===== config.mk =====
export PLATFORM = sky130hd
export DESIGN_NAME = acquisition_trigger_control
export DESIGN_NICKNAME = d
export VERILOG_FILES = /design/src/rtl/acq_pkg.sv /design/src/rtl/trig_if.sv /design/src/rtl/trigger_sync.sv /design/src/rtl/acquisition_trigger_control.sv
export SDC_FILE = /design/constraint.sdc
export NUM_CORES = 1
export LEC_CHECK = 0
export BUFFER_PORTS_ARGS = -buffer_cell sky130_fd_sc_hd__buf_2
export CORE_MARGIN = 2
export CORE_UTILIZATION = 40
export DETAILED_ROUTE_END_ITERATION = 10
export PLACE_DENSITY = 0.66
export REMOVE_ABC_BUFFERS = 1
export SLEW_MARGIN = 20
export SYNTH_ARGS = -nofsm -noshare
export SYNTH_HDL_FRONTEND = slang
export SYNTH_HIERARCHICAL = 1
export SYNTH_SLANG_ARGS = --single-unit

===== constraint.sdc =====
create_clock -name clk_sys -period 3.4 [get_ports clk_sys]
set_input_delay 0.34 -clock clk_sys [delete_from_list [all_inputs] [get_ports clk_sys]]
set_output_delay 0.34 -clock clk_sys [all_outputs]
set_load 0.1 [all_outputs]

===== src/rtl/acq_pkg.sv =====
// Constants shared by the acquisition trigger controller and its trigger synchroniser.
// Assumes a single 250 MHz system clock and a synchronous, active-high reset.
// Overview of operation
// RULE1: Normal mode integrates and sends spectra continuously.
// RULE2: Host selects normal, software or hardware trigger.
// RULE3: Software mode: level trigger, integration keeps running.
// RULE4: Each software trigger releases the gathered spectrum.
// RULE5: Held software trigger behaves like normal mode.
// RULE6: Software mode uses host integration time.
// RULE7: Software mode times integration from converter ticks.
// RULE8: Software trigger latency varies with period phase.
// RULE9: Hardware mode: edge trigger, idle until edge.
// RULE10: Hardware edge clears detector, then starts integrating.
// RULE11: Hardware integration fixed at fifty milliseconds.
// RULE12: Hardware mode sends spectrum, then idles again.
// RULE13: Trigger modes send nothing until a trigger.
// RULE14: Trigger device drives the dedicated trigger input.
// RULE15: Host sets other parameters in hardware mode.
// RULE16: Trigger input synchronised before any detection.
// RULE17: Trigger asserts high, rising edge by default.
package acq_pkg;

  localparam logic [1:0] MODE_NORMAL = 2'h0;
  localparam logic [1:0] MODE_SW_TRIG = 2'h1;
  localparam logic [1:0] MODE_HW_TRIG = 2'h2;

  localparam int INTEG_W = 16;
  localparam int CNT_W = 24;

  localparam longint unsigned CLK_PERIOD_PS = 64'd4000;
  localparam longint unsigned HW_INTEG_TIME_MS = 64'd50;
  localparam longint unsigned PS_PER_MS = 64'd1000000000;
  localparam longint unsigned HW_INTEG_CYCLES_L = (HW_INTEG_TIME_MS * PS_PER_MS) / CLK_PERIOD_PS;

  localparam logic TRIG_ACTIVE_HIGH = 1'b1;
  localparam logic [2:0] SYNC_RESET = 3'h0;

endpackage


===== src/rtl/trig_if.sv =====
// Interface carrying the conditioned trigger from the synchroniser to the controller.
// Assumes both ends run on clk_sys.
`timescale 1ns/1ps
interface trig_if;
  logic level;
  logic rise;
  modport src (output level, output rise);
  modport dst (input level, input rise);
endinterface


===== src/rtl/trigger_sync.sv =====
// Three-stage synchroniser and edge detector for the asynchronous trigger pin.
// Assumes the pin is unrelated to clk_sys.
`timescale 1ns/1ps
module trigger_sync
  import acq_pkg::*;
(
  input wire logic clk_sys,
  input wire logic reset,
  input wire logic trigger_pin,
  trig_if.src trig
);

  logic [2:0] sync_reg;
  logic level_reg;
  logic rise_reg;

  // The first stage is read only by the second; a change counts once stages two and three agree.
  always_ff @(posedge clk_sys) begin
    if (reset) begin
      sync_reg <= SYNC_RESET;
    end else begin
      sync_reg <= {sync_reg[1:0], trigger_pin ~^ TRIG_ACTIVE_HIGH}; // RULE16 RULE17
    end
  end

  always_ff @(posedge clk_sys) begin
    if (reset) begin
      level_reg <= 1'b0;
      rise_reg <= 1'b0;
    end else begin
      rise_reg <= 1'b0;
      if (sync_reg[1] == sync_reg[2]) begin
        level_reg <= sync_reg[2]; // RULE16
        rise_reg <= sync_reg[2] & ~level_reg; // RULE17
      end
    end
  end

  assign trig.level = level_reg;
  assign trig.rise = rise_reg;
endmodule // trigger_sync


===== src/rtl/acquisition_trigger_control.sv =====
// Acquisition trigger controller: decides when the detector integrates and when a spectrum
// is handed to the host, in normal, software-trigger and hardware-trigger modes.
// Assumes mode_sel, integ_time and adc_tick come from logic on clk_sys; trigger_pin is async.
`timescale 1ns/1ps
module acquisition_trigger_control
  import acq_pkg::*;
#(
  parameter int unsigned HW_INTEG_CYCLES = int'(HW_INTEG_CYCLES_L)
)
(
  input wire logic clk_sys,
  input wire logic reset,
  input wire logic trigger_pin,
  input wire logic [1:0] mode_sel,
  input wire logic [INTEG_W-1:0] integ_time,
  input wire logic adc_tick,
  output logic detector_clear,
  output logic integrating,
  output logic spectrum_send,
  output logic trigger_wait
);

  typedef enum logic [1:0] {ST_IDLE, ST_CLEAR, ST_INTEG} state_t;

  localparam logic [CNT_W-1:0] HW_LAST = CNT_W'(HW_INTEG_CYCLES - 1);
  localparam logic [CNT_W-1:0] HW_LEN = CNT_W'(HW_INTEG_CYCLES);

  trig_if trig ();

  trigger_sync u_sync (
    .clk_sys(clk_sys),
    .reset(reset),
    .trigger_pin(trigger_pin),
    .trig(trig)
  );

  state_t state_reg;
  state_t state_next;
  logic [1:0] mode_reg;
  logic [CNT_W-1:0] cnt_reg;
  logic pend_reg;
  logic detector_clear_reg;
  logic integrating_reg;
  logic spectrum_send_reg;
  logic trigger_wait_reg;

  logic mode_chg;
  logic is_sw;
  logic is_hw;
  logic [CNT_W-1:0] integ_last;
  logic free_done;
  logic hw_done;
  logic send_next;

  assign mode_chg = (mode_sel != mode_reg);
  assign is_sw = (mode_reg == MODE_SW_TRIG);
  assign is_hw = (mode_reg == MODE_HW_TRIG);

  // A zero integration time is taken as one converter tick.
  assign integ_last = (integ_time == '0) ? '0 : {{(CNT_W - INTEG_W){1'b0}}, integ_time - 1'b1};

  // Free-running periods are measured in converter ticks with the host time.
  assign free_done = (state_reg == ST_INTEG) && !is_hw && adc_tick
    && (cnt_reg >= integ_last); // RULE6 RULE7
  // Hardware periods are a fixed count of system clocks; integ_time is ignored.
  assign hw_done = (state_reg == ST_INTEG) && is_hw && (cnt_reg == HW_LAST); // RULE11

  // Normal mode sends every period; software mode only once a trigger was seen.
  assign send_next = !mode_chg && (hw_done
    || (free_done && (!is_sw || pend_reg || trig.level))); // RULE1 RULE4 RULE5 RULE13

  // Mode register follows the host selection; a change restarts acquisition from idle.
  always_ff @(posedge clk_sys) begin
    if (reset) begin
      mode_reg <= MODE_NORMAL;
    end else begin
      mode_reg <= mode_sel; // RULE2
    end
  end

  always_comb begin
    state_next = state_reg;
    case (state_reg)
      ST_IDLE: begin
        if (is_hw) begin
          if (trig.rise) begin
            state_next = ST_CLEAR; // RULE9 RULE10
          end
        end else begin
          state_next = ST_INTEG; // RULE1 RULE3
        end
      end
      ST_CLEAR: begin
        state_next = ST_INTEG; // RULE10
      end
      ST_INTEG: begin
        if (hw_done) begin
          state_next = ST_IDLE; // RULE12
        end
      end
      default: begin
        state_next = ST_IDLE;
      end
    endcase
    if (mode_chg) begin
      state_next = ST_IDLE; // RULE2
    end
  end

  always_ff @(posedge clk_sys) begin
    if (reset) begin
      state_reg <= ST_IDLE;
    end else begin
      state_reg <= state_next;
    end
  end

  // Period counter: clock cycles in hardware mode, converter ticks otherwise.
  always_ff @(posedge clk_sys) begin
    if (reset) begin
      cnt_reg <= '0;
    end else if (state_next != ST_INTEG || state_reg != ST_INTEG) begin
      cnt_reg <= '0;
    end else if (is_hw) begin
      cnt_reg <= cnt_reg + 1'b1; // RULE11
    end else if (adc_tick) begin
      cnt_reg <= free_done ? '0 : cnt_reg + 1'b1; // RULE7 RULE8
    end
  end

  // Software trigger is latched until the period end; a new level wins over the clear.
  always_ff @(posedge clk_sys) begin
    if (reset) begin
      pend_reg <= 1'b0;
    end else if (mode_chg || !is_sw) begin
      pend_reg <= 1'b0; // RULE13
    end else if (trig.level) begin
      pend_reg <= 1'b1; // RULE3
    end else if (free_done) begin
      pend_reg <= 1'b0; // RULE4
    end
  end

  always_ff @(posedge clk_sys) begin
    if (reset) begin
      detector_clear_reg <= 1'b0;
      integrating_reg <= 1'b0;
      spectrum_send_reg <= 1'b0;
      trigger_wait_reg <= 1'b0;
    end else begin
      detector_clear_reg <= (state_next == ST_CLEAR); // RULE10
      integrating_reg <= (state_next == ST_INTEG);
      spectrum_send_reg <= send_next;
      trigger_wait_reg <= (mode_sel == MODE_HW_TRIG) ? (state_next == ST_IDLE)
        : (mode_sel == MODE_SW_TRIG) && !pend_reg && !trig.level; // RULE13
    end
  end

  assign detector_clear = detector_clear_reg;
  assign integrating = integrating_reg;
  assign spectrum_send = spectrum_send_reg;
  assign trigger_wait = trigger_wait_reg;

  // Checking aid for the assertions only: length of the current run of integrating.
  logic [CNT_W-1:0] run_len_reg;

  always_ff @(posedge clk_sys) begin
    if (reset) begin
      run_len_reg <= '0;
    end else if (integrating_reg) begin
      run_len_reg <= run_len_reg + 1'b1;
    end else begin
      run_len_reg <= '0;
    end
  end
endmodule // acquisition_trigger_control


==> metrics.log <==
[metrics] count of nets after finishing: 360
[metrics] count of buffers inserted at the top-level ports: 25
[metrics] Yosys warning count: 6
[metrics] share of the yosys chip area belonging to registers: 32.4%
[metrics] core utilization of the finished layout: 49.8%
[metrics] Slew headroom: 38.5%
[metrics] via count of the routed design: 2,085
[metrics] summed instance area of the synthesized netlist: 2350 sq um
[metrics] clock sink total: 38
[metrics] core region area: 5610 sq um
[metrics] final clock period utilization by the worst path: 93.2%
[metrics] number of vias per cell: 5.32
[metrics] worst supply voltage drop on vdd: 0.201 mV
[metrics] total power density per cell area: 365 nW/um^2
[metrics] final count of hold timing violations: 0
[metrics] top_reg_cell synth: sky130_fd_sc_hd__dfxtp_1
[metrics] worst hold-check path type: in2reg
[metrics] Max Fclk: 0.316 GHz
[metrics] via count of the first global-routing pass: 1,958
[metrics] number of CTS-inserted buffers: 5
[metrics] area of the multi-input gates: 1560 sq um
[metrics] max-slew violation count: 0
[metrics] synthesized flop and latch total: 38
[metrics] crit end category: flop
[metrics] Cells after Synth: 279
[metrics] setup TNS: 0 ns
[metrics] synthesis-to-finish area growth: 18.8%
[metrics] maximum fanout along the worst path: 4
[metrics] chip width: 80.7 um
[metrics] final standard cell count with taps included and fillers excluded: 392
[metrics] final weighted congestion in routability-driven placement: 0.838
[metrics] number of different library cells in the post-synthesis netlist: 49
[metrics] number of max-cap violations: 0
[metrics] Die Span Y: 80.7 um
[metrics] final setup violation count: 0
[metrics] HPWL reported at the end of detailed placement: 3.82 mm
[metrics] global-route wire length before repair: 8.68 mm
[metrics] path type of the worst setup path: in2reg
[metrics] deepest clock path buffer count: 2
[metrics] Slew @ Worst Pin: 0.917 ns
[metrics] diode insertion count for antenna repair: 0
[metrics] run status: completed
[metrics] CP startpoint kind: input port
[metrics] Placed Instances: 383
[metrics] share of flip-flops with an asynchronous set or reset: 0%
[metrics] die area: 6510 sq um
[metrics] unrepaired setup endpoints after global routing: false
[metrics] fraction of final layout cells with drive strength greater than 1: 17.8%
[metrics] clock latency of the later-clocked register in the worst-skew pair: 0.29 ns
[metrics] number of top-level pins: 26
[metrics] area fraction of the dominant cell type after synthesis: 32.4%
[metrics] count of unresolved DRC violations after routing: 0
[metrics] cell types with the largest area share after synthesis: sky130_fd_sc_hd__dfxtp_1 (32%), sky130_fd_sc_hd__ha_1 (10%), sky130_fd_sc_hd__xor2_1 (10%)
[metrics] Leak: 1.11 nW
[metrics] row count: 27
[metrics] Iter 0 DRT Violations: 51
[metrics] worst slack on hold paths: 0.258 ns
[metrics] WP data arrival: 3.35 ns
[metrics] Req. time, crit path: 3.58 ns
[metrics] synthesized area per cell: 8.43 sq um
[metrics] H-tree levels: 2
[metrics] layout filler cell count: 565
[metrics] number of synthesized flops with an enable pin: 0
[metrics] total length of routed wires: 4.93 mm
[metrics] clock skew after layout: 0.00935 ns
[metrics] length of the first detailed-routing pass in iterations: 4
[metrics] library cell with the largest summed area after synthesis: sky130_fd_sc_hd__dfxtp_1
[metrics] total routing usage reported by global routing: 16.8%
[metrics] footprint of the flip-flops and latches: 761 sq um
[metrics] initial antenna violation count: 0
[metrics] maximum number of pins on one net before global-route repair: 13
[metrics] CTS clk-pin slew, worst paths: 0.07 ns
[metrics] Initial Utilization: 41.9%
[metrics] DR WL/cell: 12.6 um
[metrics] Post-CTS Repair Setup Buffers: 0
[metrics] crit path time final: 3.17 ns
[metrics] most frequent cell after synthesis: sky130_fd_sc_hd__nor2_1
[metrics] Reg2Reg Setup Slack: 0.97 ns
[metrics] Commonest cells post-synth: sky130_fd_sc_hd__nor2_1 (40), sky130_fd_sc_hd__dfxtp_1 (38), sky130_fd_sc_hd__nand2_1 (32), sky130_fd_sc_hd__xor2_1 (27), sky130_fd_sc_hd__ha_1 (19)
[metrics] overall overflow remaining after global route: 0
[metrics] CTS root buf: sky130_fd_sc_hd__clkbuf_8
[metrics] DRT antenna net count: 0
[metrics] number of flip-flops in the largest register: 24
[metrics] TritonCTS clock tree: done
-- kinds of logic after synthesis --
logic type / share of synthesized area (%)
flops: 32.4
fa+ha+maj: 10.1
buf+inv: 2.18
simple gates: 31.8
compound gates: 10.9
xor+xnor: 12.7
-- critical path, stage by stage --
cell and delay (ns):
sky130_fd_sc_hd__buf_2 0.10, sky130_fd_sc_hd__or3_1 0.39, sky130_fd_sc_hd__or3_4 0.38, sky130_fd_sc_hd__buf_4 0.14, sky130_fd_sc_hd__xnor2_1 0.12, sky130_fd_sc_hd__nand2_1 0.07
sky130_fd_sc_hd__ha_1 0.28, sky130_fd_sc_hd__and2_1 0.17, sky130_fd_sc_hd__a221oi_1 0.24, sky130_fd_sc_hd__o21ai_0 0.21, sky130_fd_sc_hd__a2111oi_2 0.39, sky130_fd_sc_hd__buf_4 0.18
sky130_fd_sc_hd__nor2_1 0.07, sky130_fd_sc_hd__a32o_1 0.25
-- power by group --
group	internal (mW)	switching, mW	leakage (nW)	total, mW
registers	0.450	0.00297	0.308	0.453
clock network	0.313	0.158	0.0714	0.471
logic	0.0386	0.0578	0.734	0.0964
total	0.801	0.219	1.11	1.02
-- through the flow --
stage | setup WS [ns] | instance area (sq um) | power [mW]
final | 0.233 | 2790 | 1.02
after global routing | 0.00725 | 2790 | 1.07
after CTS | 0.185 | 2770 | 1.03
after detailed placement | -0.119 | 2630 | 0.559
after global placement | -0.0750 | 2630 | 0.558
after floorplan | -0.171 | 2320 | 0.521
-- cell usage in the layout, fill, tap and decap left out, types with 3 or more instances in the layout --
cell type / n
sky130_fd_sc_hd__nor3_1: 6
sky130_fd_sc_hd__inv_1: 5
sky130_fd_sc_hd__nand2_1: 32
sky130_fd_sc_hd__nand3_1: 13
sky130_fd_sc_hd__nor4_1: 6
sky130_fd_sc_hd__xor2_1: 27
sky130_fd_sc_hd__a211oi_1: 3
sky130_fd_sc_hd__buf_4: 13
sky130_fd_sc_hd__or3_1: 6
sky130_fd_sc_hd__a21oi_1: 6
sky130_fd_sc_hd__dfxtp_1: 38
sky130_fd_sc_hd__nor2b_1: 5
sky130_fd_sc_hd__xnor2_1: 7
sky130_fd_sc_hd__o31ai_1: 3
sky130_fd_sc_hd__o21ai_0: 5
sky130_fd_sc_hd__ha_1: 19
sky130_fd_sc_hd__buf_2: 25
sky130_fd_sc_hd__nand2b_1: 4
sky130_fd_sc_hd__nand4_1: 13
sky130_fd_sc_hd__nor2_1: 40
sky130_fd_sc_hd__clkbuf_8: 6
-- worst paths after layout --
path	start	end	depth (start not counted)
hold reg to reg	u_sync/sync_reg[0]$_SDFF_PP0_	u_sync/sync_reg[1]$_SDFF_PP0_	1
hold / removal	trigger_pin	u_sync/sync_reg[0]$_SDFF_PP0_	2
setup reg to reg	cnt_reg[0]$_SDFFE_PP0P_	cnt_reg[22]$_SDFFE_PP0P_	7
setup / recovery	integ_time[1]	spectrum_send$_SDFF_PP0_	14
-- metal layers --
metal / vias to the layer above / track usage [%] / wire length [um]
met2: 24 / 27.5 / 2370
met3: 7 / 3.48 / 109
met1: 979 / 21.8 / 2380
met5: - / 0 / 0
li1: 1075 / - / -
met4: 0 / 5.76 / 59
-- timing repair --
item	4_1_cts	5_1_grt
gates resized for setup	0	3
setup endpoints to repair	0	21
hold buffers	0	0
-- area by class of cell --
cell class                 instances  share of cell area, %
clock buffer                       6                   2.96
multi-input combinational        231                   55.8
tap                               72                   3.23
clock inverter                     2                   2.15
inverter                           5                  0.672
timing repair buffer              38                   7.97
sequential                        38                   27.2
No activity file was read; power rests on OpenSTA's default activity.
